<file path="src/inc/cfsr_consts.svh">
// Register offsets, field positions and reset values for the charger fault and status registers.
`ifndef CFSR_CONSTS_SVH
`define CFSR_CONSTS_SVH

// -----------------------------------------------------------------------------
// Register offsets on the device register port
// -----------------------------------------------------------------------------
`define CFSR_ADDR_EVENTS 8'h0A
`define CFSR_ADDR_FAULT2 8'h0C
`define CFSR_ADDR_STATUS0 8'h0D
`define CFSR_ADDR_STATUS1 8'h0E
`define CFSR_ADDR_ADC_I 8'h10
`define CFSR_ADDR_ADC_V 8'h11

// -----------------------------------------------------------------------------
// Field positions
// -----------------------------------------------------------------------------
`define CFSR_F2_RESIDUAL 5
`define CFSR_F2_THERMAL 3
`define CFSR_F2_INOV 2
`define CFSR_F2_DATAOV 1
`define CFSR_ST0_SINK 4
`define CFSR_ST0_CHARGE 3
`define CFSR_ST0_SAFE 2
`define CFSR_ST0_POWER 0
`define CFSR_EV_CHANGE 5
`define CFSR_EV_ADC 0

// -----------------------------------------------------------------------------
// Reset value and live-bit masks
// -----------------------------------------------------------------------------
`define CFSR_RST_BYTE 8'h00
`define CFSR_F2_USED 8'h2E
`define CFSR_ST0_USED 8'h1D
`define CFSR_EV_USED 8'h21

`endif

</file>
<file path="src/inc/cfsr_pkg.sv">
// Types shared by the charger fault and status register block.
package cfsr_pkg;

  // Eight-bit register value.
  typedef logic [7:0] cfsr_byte_t;

  // Encoded Type-C connection state as reported in the status register.
  typedef enum logic [3:0] {
    CFSR_CC_DISABLED = 4'h0,
    CFSR_CC_ERR_RECOVERY = 4'h2,
    CFSR_CC_UNATTACHED = 4'h3,
    CFSR_TYPEC_SINK_PRESENT_WAIT = 4'h6,
    CFSR_CC_ATTACHED_CC2 = 4'h8,
    CFSR_CC_ATTACHED_CC1 = 4'hC
  } cfsr_connection_state_code_e;

endpackage : cfsr_pkg

</file>
<file path="src/rtl/cfsr_regs.sv">
// Fault, event, status and measurement registers of the charging-port controller.
//
// Overview of operation
// - Masked second-bank fault flags raise the interrupt.
// - Residual bus voltage flag while unattached, enabled.
// - Thermal warning flag at warning threshold.
// - Thermal warning with foldback lowers current outputs.
// - Input pin overvoltage sets bit 2.
// - Data line overvoltage sets bit 1.
// - Read clears flag only once condition gone.
// - Live Type-C sink present in status bit 4.
// - Live charge-detect sink present in bit 3.
// - Bus below safe level bit, Type-C enabled.
// - Bus power applied bit, live in every state.
// - Two-bit plug orientation in bits 5:4.
// - Four-bit connection state code in bits 3:0.
// - Eight-bit load current code, read only.
// - Eight-bit output voltage code, read only.
// - Measurement complete flag, cleared by read.
// - Connection change event flag, cleared by read.
`timescale 1ns/1ps
`include "cfsr_consts.svh"

module cfsr_regs (
  input wire logic i_clk,
  input wire logic i_rst_n,
  // Analog comparator levels, asynchronous to the clock.
  input wire logic i_typec_enable,
  input wire logic i_typec_sink_present,
  input wire logic i_charge_detect_sink_present,
  input wire logic i_bus_above_safe_level,
  input wire logic i_thermal_warning_cond,
  input wire logic i_input_overvoltage_cond,
  input wire logic i_dataline_overvoltage_cond,
  input wire logic i_bus_power_applied,
  input wire logic i_foldback_enable,
  // Same-clock inputs from the Type-C state machine, the mask and the converter.
  input wire logic [1:0] i_plug_orientation,
  input wire logic [3:0] i_connection_state_code,
  input wire logic [7:0] i_irq_mask,
  input wire logic i_adc_valid,
  input wire logic [7:0] i_load_current_code,
  input wire logic [7:0] i_output_voltage_code,
  // Register read port behind the serial configuration bus.
  input wire logic i_rd_en,
  input wire logic [7:0] i_rd_addr,
  output logic o_rd_valid,
  output logic [7:0] o_rd_data,
  // Interrupt and thermal foldback outputs.
  output logic o_irq,
  output logic o_reduce_current_adv,
  output logic o_reduce_current_limit
);

  // ---------------------------------------------------------------------------
  // Reset release and input synchronisers
  // ---------------------------------------------------------------------------

  // Reset synchroniser stages; the second stage is the design's reset.
  logic rst_meta_q;
  logic rst_sync_q;

  // Reset is asserted at once but released only after two clean edges.
  always_ff @(posedge i_clk or negedge i_rst_n) begin
    if (!i_rst_n) begin
      rst_meta_q <= 1'b0;
      rst_sync_q <= 1'b0;
    end else begin
      rst_meta_q <= 1'b1;
      rst_sync_q <= rst_meta_q;
    end
  end

  // Raw comparator levels gathered into one vector for synchronising.
  logic [8:0] async_in;
  // First synchroniser stage; only the second stage reads it.
  logic [8:0] sync_meta_q;
  // Second synchroniser stage; all logic reads this copy.
  logic [8:0] sync_q;

  assign async_in = {i_foldback_enable, i_bus_power_applied, i_dataline_overvoltage_cond,
                     i_input_overvoltage_cond, i_thermal_warning_cond, i_bus_above_safe_level,
                     i_charge_detect_sink_present, i_typec_sink_present, i_typec_enable};

  // Two flip-flops per level keep metastability away from the flag logic.
  always_ff @(posedge i_clk or negedge rst_sync_q) begin
    if (!rst_sync_q) begin
      sync_meta_q <= 9'h000;
      sync_q <= 9'h000;
    end else begin
      sync_meta_q <= async_in;
      sync_q <= sync_meta_q;
    end
  end

  // Named views of the synchronised levels.
  logic typec_en_s;
  logic sink_s;
  logic charge_s;
  logic above_s;
  logic thermal_s;
  logic inov_s;
  logic dataov_s;
  logic power_s;
  logic foldback_s;

  assign typec_en_s = sync_q[0];
  assign sink_s = sync_q[1];
  assign charge_s = sync_q[2];
  assign above_s = sync_q[3];
  assign thermal_s = sync_q[4];
  assign inov_s = sync_q[5];
  assign dataov_s = sync_q[6];
  assign power_s = sync_q[7];
  assign foldback_s = sync_q[8];

  // ---------------------------------------------------------------------------
  // Helper function
  // ---------------------------------------------------------------------------

  // Sticky flag update: a true condition always wins over a clearing read.
  function automatic logic flag_next(input logic flag, input logic cond, input logic clr);
    flag_next = cond | (flag & ~clr);
  endfunction : flag_next

  // ---------------------------------------------------------------------------
  // Register state
  // ---------------------------------------------------------------------------

  cfsr_pkg::cfsr_byte_t fault2_q, fault2_d; // Second fault bank.
  cfsr_pkg::cfsr_byte_t events_q, events_d; // Measurement and state-change events.
  cfsr_pkg::cfsr_byte_t status0_q, status0_d; // Live attach and bus status.
  logic [1:0] orient_q, orient_d; // Plug orientation field.
  cfsr_pkg::cfsr_connection_state_code_e conn_q, conn_d; // Connection state code.
  cfsr_pkg::cfsr_byte_t adc_i_q, adc_i_d; // Load current code.
  cfsr_pkg::cfsr_byte_t adc_v_q, adc_v_d; // Output voltage code.
  logic rd_valid_d; // Read answer strobe.
  cfsr_pkg::cfsr_byte_t rd_data_d; // Read answer data.
  logic irq_d; // Interrupt level.
  logic fold_d; // Thermal foldback level.
  logic rd_fault2; // Read of the fault bank this cycle.
  logic rd_events; // Read of the event register this cycle.
  logic conn_change; // Incoming state code differs from the stored one.

  // Decode the read strobes once for all clear-on-read bits.
  assign rd_fault2 = i_rd_en && (i_rd_addr == `CFSR_ADDR_FAULT2);
  assign rd_events = i_rd_en && (i_rd_addr == `CFSR_ADDR_EVENTS);
  assign conn_change = (i_connection_state_code != 4'(conn_q));

  // Next values for every register. There is no write path, so host writes
  // to any of these addresses cannot alter them.
  always_comb begin
    fault2_d = `CFSR_RST_BYTE;
    events_d = `CFSR_RST_BYTE;
    status0_d = `CFSR_RST_BYTE;
    // Each flag follows its cause; a read clears only a flag whose cause is gone.
    fault2_d[`CFSR_F2_RESIDUAL] = flag_next(fault2_q[`CFSR_F2_RESIDUAL],
        typec_en_s & ~sink_s & above_s, rd_fault2);
    fault2_d[`CFSR_F2_THERMAL] = flag_next(fault2_q[`CFSR_F2_THERMAL],
        thermal_s, rd_fault2);
    fault2_d[`CFSR_F2_INOV] = flag_next(fault2_q[`CFSR_F2_INOV],
        inov_s, rd_fault2);
    fault2_d[`CFSR_F2_DATAOV] = flag_next(fault2_q[`CFSR_F2_DATAOV],
        dataov_s, rd_fault2);
    // Event flags are one-shot; the set still wins over a same-cycle read.
    events_d[`CFSR_EV_ADC] = flag_next(events_q[`CFSR_EV_ADC],
        i_adc_valid, rd_events);
    events_d[`CFSR_EV_CHANGE] = flag_next(events_q[`CFSR_EV_CHANGE],
        conn_change, rd_events);
    // Live status bits, refreshed every cycle.
    status0_d[`CFSR_ST0_SINK] = sink_s;
    status0_d[`CFSR_ST0_CHARGE] = charge_s;
    // Outside Type-C operation the safe indication is meaningless and reads 0.
    status0_d[`CFSR_ST0_SAFE] = typec_en_s & ~above_s;
    status0_d[`CFSR_ST0_POWER] = power_s;
    orient_d = i_plug_orientation;
    conn_d = cfsr_pkg::cfsr_connection_state_code_e'(i_connection_state_code);
    // Measurements only move when the converter reports a new result.
    adc_i_d = i_adc_valid ? i_load_current_code : adc_i_q;
    adc_v_d = i_adc_valid ? i_output_voltage_code : adc_v_q;
    irq_d = |(fault2_q & i_irq_mask);
    fold_d = fault2_q[`CFSR_F2_THERMAL] & foldback_s;
    // Read mux; the answer shows the value before any clear takes effect.
    rd_valid_d = i_rd_en;
    rd_data_d = o_rd_data;
    if (i_rd_en) begin
      case (i_rd_addr)
        `CFSR_ADDR_EVENTS: begin
          rd_data_d = events_q & `CFSR_EV_USED;
        end
        `CFSR_ADDR_FAULT2: begin
          rd_data_d = fault2_q & `CFSR_F2_USED;
        end
        `CFSR_ADDR_STATUS0: begin
          rd_data_d = status0_q & `CFSR_ST0_USED;
        end
        `CFSR_ADDR_STATUS1: begin
          rd_data_d = {2'b00, orient_q, 4'(conn_q)};
        end
        `CFSR_ADDR_ADC_I: begin
          rd_data_d = adc_i_q;
        end
        `CFSR_ADDR_ADC_V: begin
          rd_data_d = adc_v_q;
        end
        default: begin
          // Unmapped offsets answer with zero rather than stale data.
          rd_data_d = `CFSR_RST_BYTE;
        end
      endcase
    end
  end

  // Register everything; reset brings every register to zero.
  always_ff @(posedge i_clk or negedge rst_sync_q) begin
    if (!rst_sync_q) begin
      fault2_q <= `CFSR_RST_BYTE;
      events_q <= `CFSR_RST_BYTE;
      status0_q <= `CFSR_RST_BYTE;
      orient_q <= 2'b00;
      conn_q <= cfsr_pkg::CFSR_CC_DISABLED;
      adc_i_q <= `CFSR_RST_BYTE;
      adc_v_q <= `CFSR_RST_BYTE;
      o_rd_valid <= 1'b0;
      o_rd_data <= `CFSR_RST_BYTE;
      o_irq <= 1'b0;
      o_reduce_current_adv <= 1'b0;
      o_reduce_current_limit <= 1'b0;
    end else begin
      fault2_q <= fault2_d;
      events_q <= events_d;
      status0_q <= status0_d;
      orient_q <= orient_d;
      conn_q <= conn_d;
      adc_i_q <= adc_i_d;
      adc_v_q <= adc_v_d;
      o_rd_valid <= rd_valid_d;
      o_rd_data <= rd_data_d;
      o_irq <= irq_d;
      o_reduce_current_adv <= fold_d;
      o_reduce_current_limit <= fold_d;
    end
  end
endmodule : cfsr_regs

</file>
<file path="config.mk">
export PLATFORM = sky130hd
export DESIGN_NAME = cfsr_regs
export DESIGN_NICKNAME = d
export VERILOG_FILES = /design/src/inc/cfsr_pkg.sv /design/src/rtl/cfsr_regs.sv
export VERILOG_INCLUDE_DIRS = /design/src /design/src/inc
export SDC_FILE = /design/constraint.sdc
export NUM_CORES = 1
export LEC_CHECK = 0
export BUFFER_PORTS_ARGS = -buffer_cell sky130_fd_sc_hd__buf_4
export CORE_MARGIN = 2
export CORE_UTILIZATION = 52
export CTS_CLUSTER_SIZE = 24
export DETAILED_ROUTE_END_ITERATION = 7
export PLACE_DENSITY = 0.85
export SETUP_SLACK_MARGIN = 0.4
export SYNTH_ARGS = -nofsm -noshare
export SYNTH_HDL_FRONTEND = slang
export SYNTH_SLANG_ARGS = --single-unit
</file>
<file path="constraint.sdc">
create_clock -name i_clk -period 2.45 [get_ports i_clk]
set_input_delay 0.1225 -clock i_clk [delete_from_list [all_inputs] [get_ports i_clk]]
set_output_delay 0.1225 -clock i_clk [all_outputs]
set_load 0.01 [all_outputs]
</file>
# [Word level (Yosys, flattened, before mapping)]
# Index checks and enable logic that the tools add are counted.
[totals] ff_bits=63 in_bits=51 word_cells=47 output_inout_bits=12
[op_classes] eq_ne=7 bitwise=21 n_reduce_logical=3 muxes=1
[op_table] cell="8-bit case mux with 6 select lines" count=1
[op_table] cell="8-bit by 4-bit equality test with 1-bit output, second input constant" count=4
[op_table] cell="8-bit by 5-bit equality test with 1-bit output, second input constant" count=2
[op_table] cell="1-bit bitwise AND" count=10
[op_table] cell="6-bit by 8-bit bitwise AND with 8-bit output" count=1
[op_table] cell="8-bit OR reduction" count=1
[op_table] cell="1-bit bitwise OR" count=6
[op_table] cell="4-bit inequality test" count=1
[op_table] cell="1-bit inverter" count=4
[op_table] cell="1-bit logical AND" count=2

# [Longest topological paths before layout]
# Gate-level depths: netlist of run 1.
[depth] word_depth=5 ltp_mapped=6

# [Worst setup path before layout of run 1]
# No wires, ideal clock.
[synth_path] kind="input to register" from="in i_rd_addr[5]" to="reg o_rd_data[0]" slack_ns=1.183 arrival_ns=1.185 t_required_ns=2.368 stages=5 setup_time_ns=0.082 path_cell_list="or3_1 buf_6 nor4_4 a221oi_2 a22oi_2"
[synth_between] elab_chain_len=2 word_cells_on_any_way=7
[synth_lines] element="start, declared" line="cfsr_regs.sv:46" source="input wire logic [7:0] i_rd_addr,"
[synth_lines] element="8-bit by 5-bit equality test with 1-bit output / 8-bit by 4-bit equality test with 1-bit output (equally long branches)" line="cfsr_regs.sv:187" source="case (i_rd_addr)"
[synth_lines] element="8-bit case mux with 6 select lines (*)" line="cfsr_regs.sv:187"
[synth_lines] element="end signal, assigned" line="cfsr_regs.sv:225" source="o_rd_data <= `CFSR_RST_BYTE;"
[synth_lines] element="end signal, assigned" line="cfsr_regs.sv:238" source="o_rd_data <= rd_data_d;"
[synth_lines] element="end, declared" line="cfsr_regs.sv:48" source="output logic [7:0] o_rd_data,"
# Mark *: on every way between the ends. The rest lies on a longest branch, timed or not.
# A chain may end at the register's enable or synchronous reset.

# [Final worst setup path of run 1]
[layout_path] from="reg adc_v_q[5]" to="reg o_rd_data[5]"
[layout_between] elab_chain_len=1
[layout_lines] element="start, declared" line="cfsr_regs.sv:136" source="cfsr_pkg::cfsr_byte_t adc_v_q, adc_v_d;"
[layout_lines] element="start signal, assigned" line="cfsr_regs.sv:223" source="adc_v_q <= `CFSR_RST_BYTE;"
[layout_lines] element="start signal, assigned" line="cfsr_regs.sv:236" source="adc_v_q <= adc_v_d;"
[layout_lines] element="8-bit case mux with 6 select lines" line="cfsr_regs.sv:187"
# No other way between the ends.

==> results.tsv, run 1 <==
metric	value	unit
arrival	1.55	ns
htree_num_levels	3	
p_per_area	738	mW/mm^2
required	2.65	ns
finalSetupViolations	0	
dp.cells	270	
placed_area	0.00287	mm^2
initial_utilization	54.6	%
cts_setup_buffers	0	
ant_nets	0	
rows	24	
synthTopCellsByArea	dfrtp_1, mux2_2, mux2i_1	
coreArea	0.00441	mm^2
vdd_drop_max	478	uV
drive_gt1_share	40.8	%
grt_pass1_vias	1714	
area_growth	36.1	%
outcome	finished clean	
routed_wl	4.86	mm
vias	1607	
synth-seq-area-share	65.4	%
grt_antenna_before_repair	0	
fin_util	74.3	%
cts_tree	built	
synth_xor_area_share	1.45	%
period_share	54.8	%
drv_cap	0	
clockRootBuffer	clkbuf_8	
rsz0062_at_grt	false	
setup_tns	0	ns
clock_latency	0.34	ns
hold_buffers	16	
clock_path_buffers	2	
die_w	72.1	um
path_buf_inv	0	
synth_edf_count	0	
fin_nets	296	
wl_per_cell	16.1	um
yosysWarnings	0	
synthesis.nets	218	
avgSynthCellArea	14.4	um^2
synth_top_family_by_area	compound AO/OA/AOI/OAI gates	
synthDistinctLibCells	45	
synth_compound_area_share	10.6	%
skew	0.00581	ns
grt_pass1_wl	7.91	mm
stdcell_count	302	
worstSetupPathType	flop to flop	
cts_buffers	9	
ys_ff_latch	63	
yosys.area_share.simple	9.14	%
clkTransAtPathRegs	0.07	ns
final_area	0.00328	mm^2
drc	0	
overflow	0	
async_flop_share	100	%
yosysMostFrequentCell	dfrtp_1	
portBuffers	58	
path_max_fanout	2	
synthAdderAreaFrac	0	%
fin_ws	1.11	ns
place_congestion	0.806	
first_pass_iters	4	
start_kind	flop	
grt_start_max_net_pins	62	
yosys-top-cells-count	dfrtp_1, mux2_2, a21o_1, inv_1	
min_period	1.34	ns
cts_sinks	63	
track_usage	20.9	%
endpoint_kind	flop	
netlist.area_leader.share	65.4	%
max_freq	744	MHz
first_iter_violations	76	
min_path_type	input port to flop	
via_per_inst	5.32	
die_h	72.1	um
die_area	0.00519	mm^2
hold_violations	0	
yosys.area.top_type	dfrtp_1	
worst_slew_pin_slew	0.731	ns
post-place-ws	0.894	ns
dp_hpwl	3.28	mm
worst_path_largest_cell_delay	0.42	ns
cts_resized	0	
maxSlewHeadroom	51.3	%
antenna_cells	0	
synth_top_flop_cell	dfrtp_1	
cp_top_family	compound AO/OA/AOI/OAI gates	
synth_mux_area_share	10.5	%
syn-instance-count	167	
synth.cell_area	0.00241	mm^2
cpMaxStageDelayCell	a221oi_1	
p_leak	1.43	nW
ioPinCount	63	
crit_chain	mux2_1, a221oi_1, o22ai_1	
slew_viol_final	0	
[kinds of logic after synthesis]
family | Yosys count
other | 1
buffers and inverters | 13
muxes | 23
DFF | 63
and+or+nand+nor | 32
xor gates and xnor gates | 4
AOI/OAI and AO/OA | 31
[layout make-up]
| type | instances | area, um^2 |
|---|---|---|
| clock buffers | 10 | 138 |
| well taps | 52 | 65.1 |
| fillers | 288 | 1130 |
| flip-flops and latches | 63 | 1580 |
| clock inverters | 6 | 108 |
| repair buffers | 75 | 603 |
| inverters | 5 | 18.8 |
| multi-input cells | 91 | 769 |
[flip-flops by register name, indices dropped and copies added, names as in the netlist]
name,count
status0_q,4
adc_v_q,8
sync_meta_q,9
o_irq,1
adc_i_q,8
rst_meta_q,1
orient_q,2
o_rd_data,8
fault2_q,4
o_rd_valid,1
conn_q,4
o_reduce_current_limit,1
rst_sync_q,1
events_q,2
sync_q,9
[worst min-delay path: stages]
cell and delay (ns):
buf_4 0.08, a22oi_1 0.05, nand2_1 0.06
[power breakdown]
part           internal (mW)  total, mW  switching, mW
Combinational          0.118      0.206         0.0876
Clock                  0.699       1.09          0.392
Sequential              1.10       1.12         0.0260
Total                   1.91       2.42          0.506
[layout by cell type (no fill, tap or decap), types with 2 or more instances in the layout]
cell type and instances:
a211oi_1 2, a21o_1 5, a21oi_1 3, a221oi_1 2
a22oi_1 4, a32oi_1 2, and2_1 2, buf_4 59
bufinv_16 3, clkbuf_8 10, clkinv_2 2, dfrtp_1 62
dlygate4sd3_1 16, inv_1 5, mux2_2 18, mux2i_1 4
nand2_1 3, nand3_1 2, nand3b_1 3, nor2_1 3
nor2b_1 4, nor4_1 2, o22ai_1 3, o22ai_2 2
o2bb2ai_1 4, xnor2_1 4
[metrics by stage]
step / hold slack [ns] / total power, mW
floorplan: -0.173 / 1.23
global placement: -0.0948 / 1.32
detailed placement: -0.0937 / 1.33
global route: 0.00298 / 2.50
finish: 0.00579 / 2.42
CTS: 0.00267 / 2.43
[metal layers]
layer / GRT usage [%] / share of wire (%)
met1: 26.6 / 43
met2: 32.6 / 50
met3: 6.53 / 4.2
met4: 10.1 / 2.6
met5: 0 / 0
[path summary, 6_finish.rpt]
check,from,endpoint,slack [ns],cells past startpoint
max,adc_v_q[5]$_DFFE_PN0P_,o_rd_data[5]$_DFFE_PN0P_,1.11,3
min,i_irq_mask[5],o_irq$_DFF_PN0_,0.006,3
max reg2reg,adc_v_q[5]$_DFFE_PN0P_,o_rd_data[5]$_DFFE_PN0P_,1.11,3
min reg2reg,sync_meta_q[0]$_DFF_PN0_,sync_q[0]$_DFF_PN0_,0.35,0
max in group asynchronous,rst_sync_q$_DFF_PN0_,sync_q[7]$_DFF_PN0_,1.56,1
min in group asynchronous,i_rst_n,rst_meta_q$_DFF_PN0_,0.12,2
No activity file was read; power rests on OpenSTA's default activity.
==> inputs of run 2 (changes only) <==
Settings changed: CORE_UTILIZATION 52 to 47, PLACE_DENSITY 0.85 to 0.81.
Clock period 2.45 ns to 1.1 ns, I/O delays scaled along.
==> results.tsv, run 2 (same netlist as run 1, synthesis figures left out) <==
metric	value	unit	change
clkTransAtPathRegs	0.07	ns	about the same
max_freq	781	MHz	was 744 MHz
p_per_area	1340	mW/mm^2	was 738 mW/mm^2
overflow	0		unchanged
period_share	116	%	was 54.8%
grt_pass1_wl	9.10	mm	was 7.91 mm
clockRootBuffer	clkbuf_8		unchanged
grt_antenna_before_repair	0		unchanged
portBuffers	58		unchanged
drv_cap	0		unchanged
dp_hpwl	3.50	mm	was 3.28 mm
slew_viol_final	0		unchanged
grt_start_max_net_pins	62		unchanged
coreArea	0.00504	mm^2	was 0.00441 mm^2
worstSetupPathType	flop to flop		unchanged
min_path_type	input port to flop		unchanged
mostFrequentLayoutCell	buf_4		was dfrtp_1
clock_path_buffers	2		unchanged
p_sw_share	24.0	%	was 20.9%
vias	1852		was 1607
multi_input_area	961	um^2	was 769 um^2
p_comb_share	12.4	%	was 8.5%
top_regs	sync_meta_q (9), sync_q (9)		unchanged
seqCellArea	0.00158	mm^2	about the same
power.total	5.20	mW	was 2.42 mW
p_leak	1.75	nW	was 1.43 nW
fin_nets	336		was 296
outcome	finished, violations left		was finished clean
cts_buffers	9		unchanged
stdcell_count	360		was 302
grt_pass1_vias	1842		was 1714
via_per_inst	5.14		was 5.32
ant_nets	0		unchanged
power_frac_seq	48.4	%	was 46.4%
hold_violations	17		was 0
cts_tree	built		unchanged
pwr-share-clk	39.2	%	was 45.1%
drc	0		unchanged
fin_hold_ws	-0.0545	ns	was 0.00579 ns
hold_buffers	19		was 16
rows	26		was 24
start_kind	flop		unchanged
rsz0062_at_grt	true		was false
first_pass_iters	4		unchanged
wl_per_cell	17.4	um	was 16.1 um
final_cell_mix	buf_4, dfrtp_1, buf_6		was dfrtp_1, buf_4, mux2_2
switching_power	1.25	mW	was 0.506 mW
cts_sinks	63		unchanged
initial_utilization	47.8	%	was 54.6%
routed_wl	6.27	mm	was 4.86 mm
htree_num_levels	3		unchanged
required	1.30	ns	was 2.65 ns
drive_gt1_share	55.2	%	was 40.8%
ioPinCount	63		unchanged
arrival	1.48	ns	was 1.55 ns
dp.cells	308		was 270
endpoint_kind	flop		unchanged
intPower	3.95	mW	was 1.91 mW
track_usage	22.7	%	was 20.9%
first_iter_violations	105		was 76
clock_latency	0.34	ns	about the same
finalSetupViolations	4		was 0
place_congestion	0.822		was 0.806
fillerInstances	298		was 288
die_w	75.6	um	was 72.1 um
violations	negative hold slack, negative setup slack		
min_period	1.28	ns	was 1.34 ns
antenna_cells	0		unchanged
vdd_drop_max	1160	uV	was 478 uV
skew	0.00745	ns	was 0.00581 ns
die_area	0.00572	mm^2	was 0.00519 mm^2
fin_ws	-0.180	ns	was 1.11 ns
path_max_fanout	2		unchanged
area_growth	61.6	%	was 36.1%
die_h	75.6	um	was 72.1 um
==> run 2: cell count changes in the layout (fill, tap and decap cells not counted), sizes merged <==
cell,delta
buf,+37
bufinv,-2
clkinv,+1
dlygate4sd3,+3
inv,+1
==> run 2: final timing paths <==
| check | start | endpoint | slack (ns) | depth (start not counted) |
|---|---|---|---|---|
| max | fault2_q[5]$_DFF_PN0_ | o_rd_data[5]$_DFFE_PN0P_ | -0.18 | 5 |
| min | i_output_voltage_code[2] | adc_v_q[2]$_DFFE_PN0P_ | -0.05 | 2 |
| max reg2reg | fault2_q[5]$_DFF_PN0_ | o_rd_data[5]$_DFFE_PN0P_ | -0.18 | 5 |
| min reg2reg | rst_sync_q$_DFF_PN0_ | sync_q[5]$_DFF_PN0_ | 0.30 | 1 |
| max in group asynchronous | rst_sync_q$_DFF_PN0_ | adc_v_q[0]$_DFFE_PN0P_ | 0.53 | 1 |
| min in group asynchronous | i_rst_n | rst_sync_q$_DFF_PN0_ | 0.03 | 2 |
==> run 2: stage by stage <==
stage	hold WS, ns	area (um^2)	setup slack (ns)	util (%)	setup TNS, ns
finish	-0.0545	3890	-0.180	77.2	-0.265
global route	-0.0632	3890	-0.214	77.2	-0.442
CTS	-0.0626	3770	-0.109	74.7	-0.137
detailed placement	-0.160	3080	-0.327	61.1	-3.66
global placement	-0.162	3080	-0.351	61.1	-3.29
floorplan	-0.241	2460	-0.0997	-	-0.577
==> run 2: what timing repair did <==
action / CTS / global route
gates resized for setup: 55 / 14
hold endpoints to repair: 35 / 17
pin swaps: 24 / 14
buffers inserted: 8 / 9
endpoints found under the setup margin: 44 / 44
==> run 2: layer usage <==
metal  wire [um]  vias up  GRT usage (%)
met5           0        -              0
met4         187        0           11.5
met3         371       17           6.75
met2        3140       80           34.7
met1        2570      917           29.6
li1            -      838              -
==> run 2: power by group through the flow <==
stage	Combinational (mW)	Sequential, mW	Clock (mW)
final	0.645	2.52	2.04
after global placement	0.453	2.54	0
after CTS	0.601	2.51	2.06
after detailed placement	0.462	2.55	0
after floorplan	0.198	2.56	0
after global routing	0.690	2.53	2.17
==> run 2: layout make-up <==
cell class	count	area share, %
clock buffer	10	3.53
timing repair buffer	115	26.7
multi-input combinational	91	24.7
sequential	63	40.6
clock inverter	6	1.77
tap	70	2.25
inverter	5	0.482
==> run 2: critical path, stage by stage (launching register included) <==
cell      delay, ns
dfrtp_1        0.39
mux2i_2        0.23
nor4_2         0.08
buf_4          0.14
a221oi_2       0.21
o22ai_1        0.10
==> inputs of run 3 (changes only) <==
Settings changed: CORE_UTILIZATION 47 to 25, PLACE_DENSITY 0.81 to 0.51, SKIP_LAST_GASP set to 1, TNS_END_PERCENT set to 100.
==> results.tsv, run 3 (same netlist as run 1, synthesis figures left out) <==
metric	value	unit	change
fillerInstances	932		was 298
grt_pass1_wl	9.27	mm	was 9.10 mm
area_growth	61.0	%	was 61.6%
required	1.31	ns	was 1.30 ns
ioPinCount	63		unchanged
cpMaxStageDelayCell	dfrtp_1		unchanged
track_usage	12.2	%	was 22.7%
cp_top_family	flip-flops		unchanged
antenna_cells	0		unchanged
outcome	finished, violations left		unchanged
hold_violations	16		was 17
fin_ws	-0.0601	ns	was -0.180 ns
top_regs	sync_meta_q (9), sync_q (9)		unchanged
arrival	1.37	ns	was 1.48 ns
multi_input_area	927	um^2	was 961 um^2
dp_hpwl	3.97	mm	was 3.50 mm
overflow	0		unchanged
drc	0		unchanged
drive_gt1_share	55.1	%	was 55.2%
grt_pass1_vias	1826		was 1842
final_cell_mix	buf_4, dfrtp_1, buf_6		unchanged
grt_antenna_before_repair	0		unchanged
first_pass_iters	4		unchanged
slew_viol_final	0		unchanged
wl_met1	2.58	mm	was 2.57 mm
worstSetupPathType	flop to flop		unchanged
wl_met3	239	um	was 371 um
wl_per_cell	14.0	um	was 17.4 um
rows	35		was 26
htree_num_levels	3		unchanged
worst_slew_pin_slew	0.495	ns	
post-place-ws	-0.369	ns	was -0.327 ns
fin_hold_ws	-0.0622	ns	was -0.0545 ns
endpoint_kind	flop		unchanged
cts_tree	built		unchanged
violations	negative hold slack, negative setup slack		unchanged
routed_wl	5.84	mm	was 6.27 mm
die_h	102	um	was 75.6 um
mostFrequentLayoutCell	buf_4		unchanged
die_w	102	um	was 75.6 um
max_freq	862	MHz	was 781 MHz
rsz0062_at_grt	true		unchanged
cts_buffers	9		unchanged
clockRootBuffer	clkbuf_8		unchanged
period_share	105	%	was 116%
via_per_inst	4.16		was 5.14
first_iter_violations	50		was 105
drv_cap	0		unchanged
maxSlewHeadroom	66.7	%	
p_per_area	1280	mW/mm^2	was 1340 mW/mm^2
skew	0.0104	ns	was 0.00745 ns
vdd_drop_max	656	uV	was 1160 uV
cts_sinks	63		unchanged
portBuffers	58		unchanged
finalSetupViolations	2		was 4
min_path_type	input port to flop		unchanged
vias	1732		was 1852
clkTransAtPathRegs	0.07	ns	about the same
dr.max_layer_used	met4		unchanged
ant_nets	0		unchanged
start_kind	flop		unchanged
met2WireLength	2.90	mm	was 3.14 mm
clock_path_buffers	2		unchanged
p_leak	1.65	nW	was 1.75 nW
path_max_fanout	2		unchanged
die_area	0.0104	mm^2	was 0.00572 mm^2
seqCellArea	0.00158	mm^2	unchanged
fin_nets	333		was 336
clock_latency	0.35	ns	was 0.34 ns
min_period	1.16	ns	was 1.28 ns
crit_chain	mux2_4, a221oi_4, o22ai_1		was mux2i_2, nor4_2, buf_4, a221oi_2, o22ai_1
path_buf_inv	0		was 1
place_congestion	0.763		was 0.822
grt_start_max_net_pins	62		unchanged
hold_buffers	21		was 19
initial_utilization	26.0	%	was 47.8%
coreArea	0.00928	mm^2	was 0.00504 mm^2
worst_path_largest_cell_delay	0.39	ns	about the same
[run 3: final cells by class]
| cell class | count | area share (%) |
|---|---|---|
| sequential | 63 | 40.7 |
| multi-input combinational | 91 | 23.9 |
| clock inverter | 6 | 1.16 |
| inverter | 5 | 0.484 |
| clock buffer | 10 | 3.55 |
| tap | 129 | 4.16 |
| timing repair buffer | 112 | 26.0 |
[run 3: report_power, final]
group          switching [mW]  total, mW  internal (mW)
Combinational           0.235      0.621          0.386
Sequential             0.0683       2.51           2.44
Clock                   0.946       1.83          0.884
Total                    1.25       4.96           3.71
[run 3: repair_timing]
item | CTS | global route
buffers inserted | 7 | 4
hold endpoints to repair | 35 | 16
setup endpoints to repair | 44 | 44
resized for setup | 29 | 24
pin swaps | 20 | 12
[run 3: worst paths after layout]
| kind | from | endpoint | slack [ns] | cells past startpoint |
|---|---|---|---|---|
| min in group asynchronous | i_rst_n | rst_sync_q$_DFF_PN0_ | 0.03 | 2 |
| setup reg to reg | adc_v_q[5]$_DFFE_PN0P_ | o_rd_data[5]$_DFFE_PN0P_ | -0.06 | 3 |
| max in group asynchronous | rst_sync_q$_DFF_PN0_ | sync_q[6]$_DFF_PN0_ | 0.53 | 1 |
| setup / recovery | adc_v_q[5]$_DFFE_PN0P_ | o_rd_data[5]$_DFFE_PN0P_ | -0.06 | 3 |
| hold / removal | i_load_current_code[0] | adc_i_q[0]$_DFFE_PN0P_ | -0.06 | 2 |
| hold reg to reg | rst_sync_q$_DFF_PN0_ | adc_v_q[6]$_DFFE_PN0P_ | 0.31 | 1 |
[run 3: through the flow]
stage	total power [mW]	util, %	instance area (um^2)	instances	setup TNS [ns]
global route	5.22	41.8	3880	416	-0.292
detailed placement	3.02	34.1	3160	368	-3.43
finish	4.96	41.8	3880	416	-0.0720
floorplan	2.76	-	2460	167	-0.577
CTS	4.98	40.2	3730	412	-0.172
global placement	3.02	34.1	3160	368	-3.15
[run 3: metal layers]
| layer | track usage [%] | vias up |
|---|---|---|
| met3 | 4.45 | 9 |
| met5 | 0 | - |
| met2 | 19.6 | 38 |
| li1 | - | 836 |
| met1 | 14.9 | 849 |
| met4 | 5.23 | 0 |
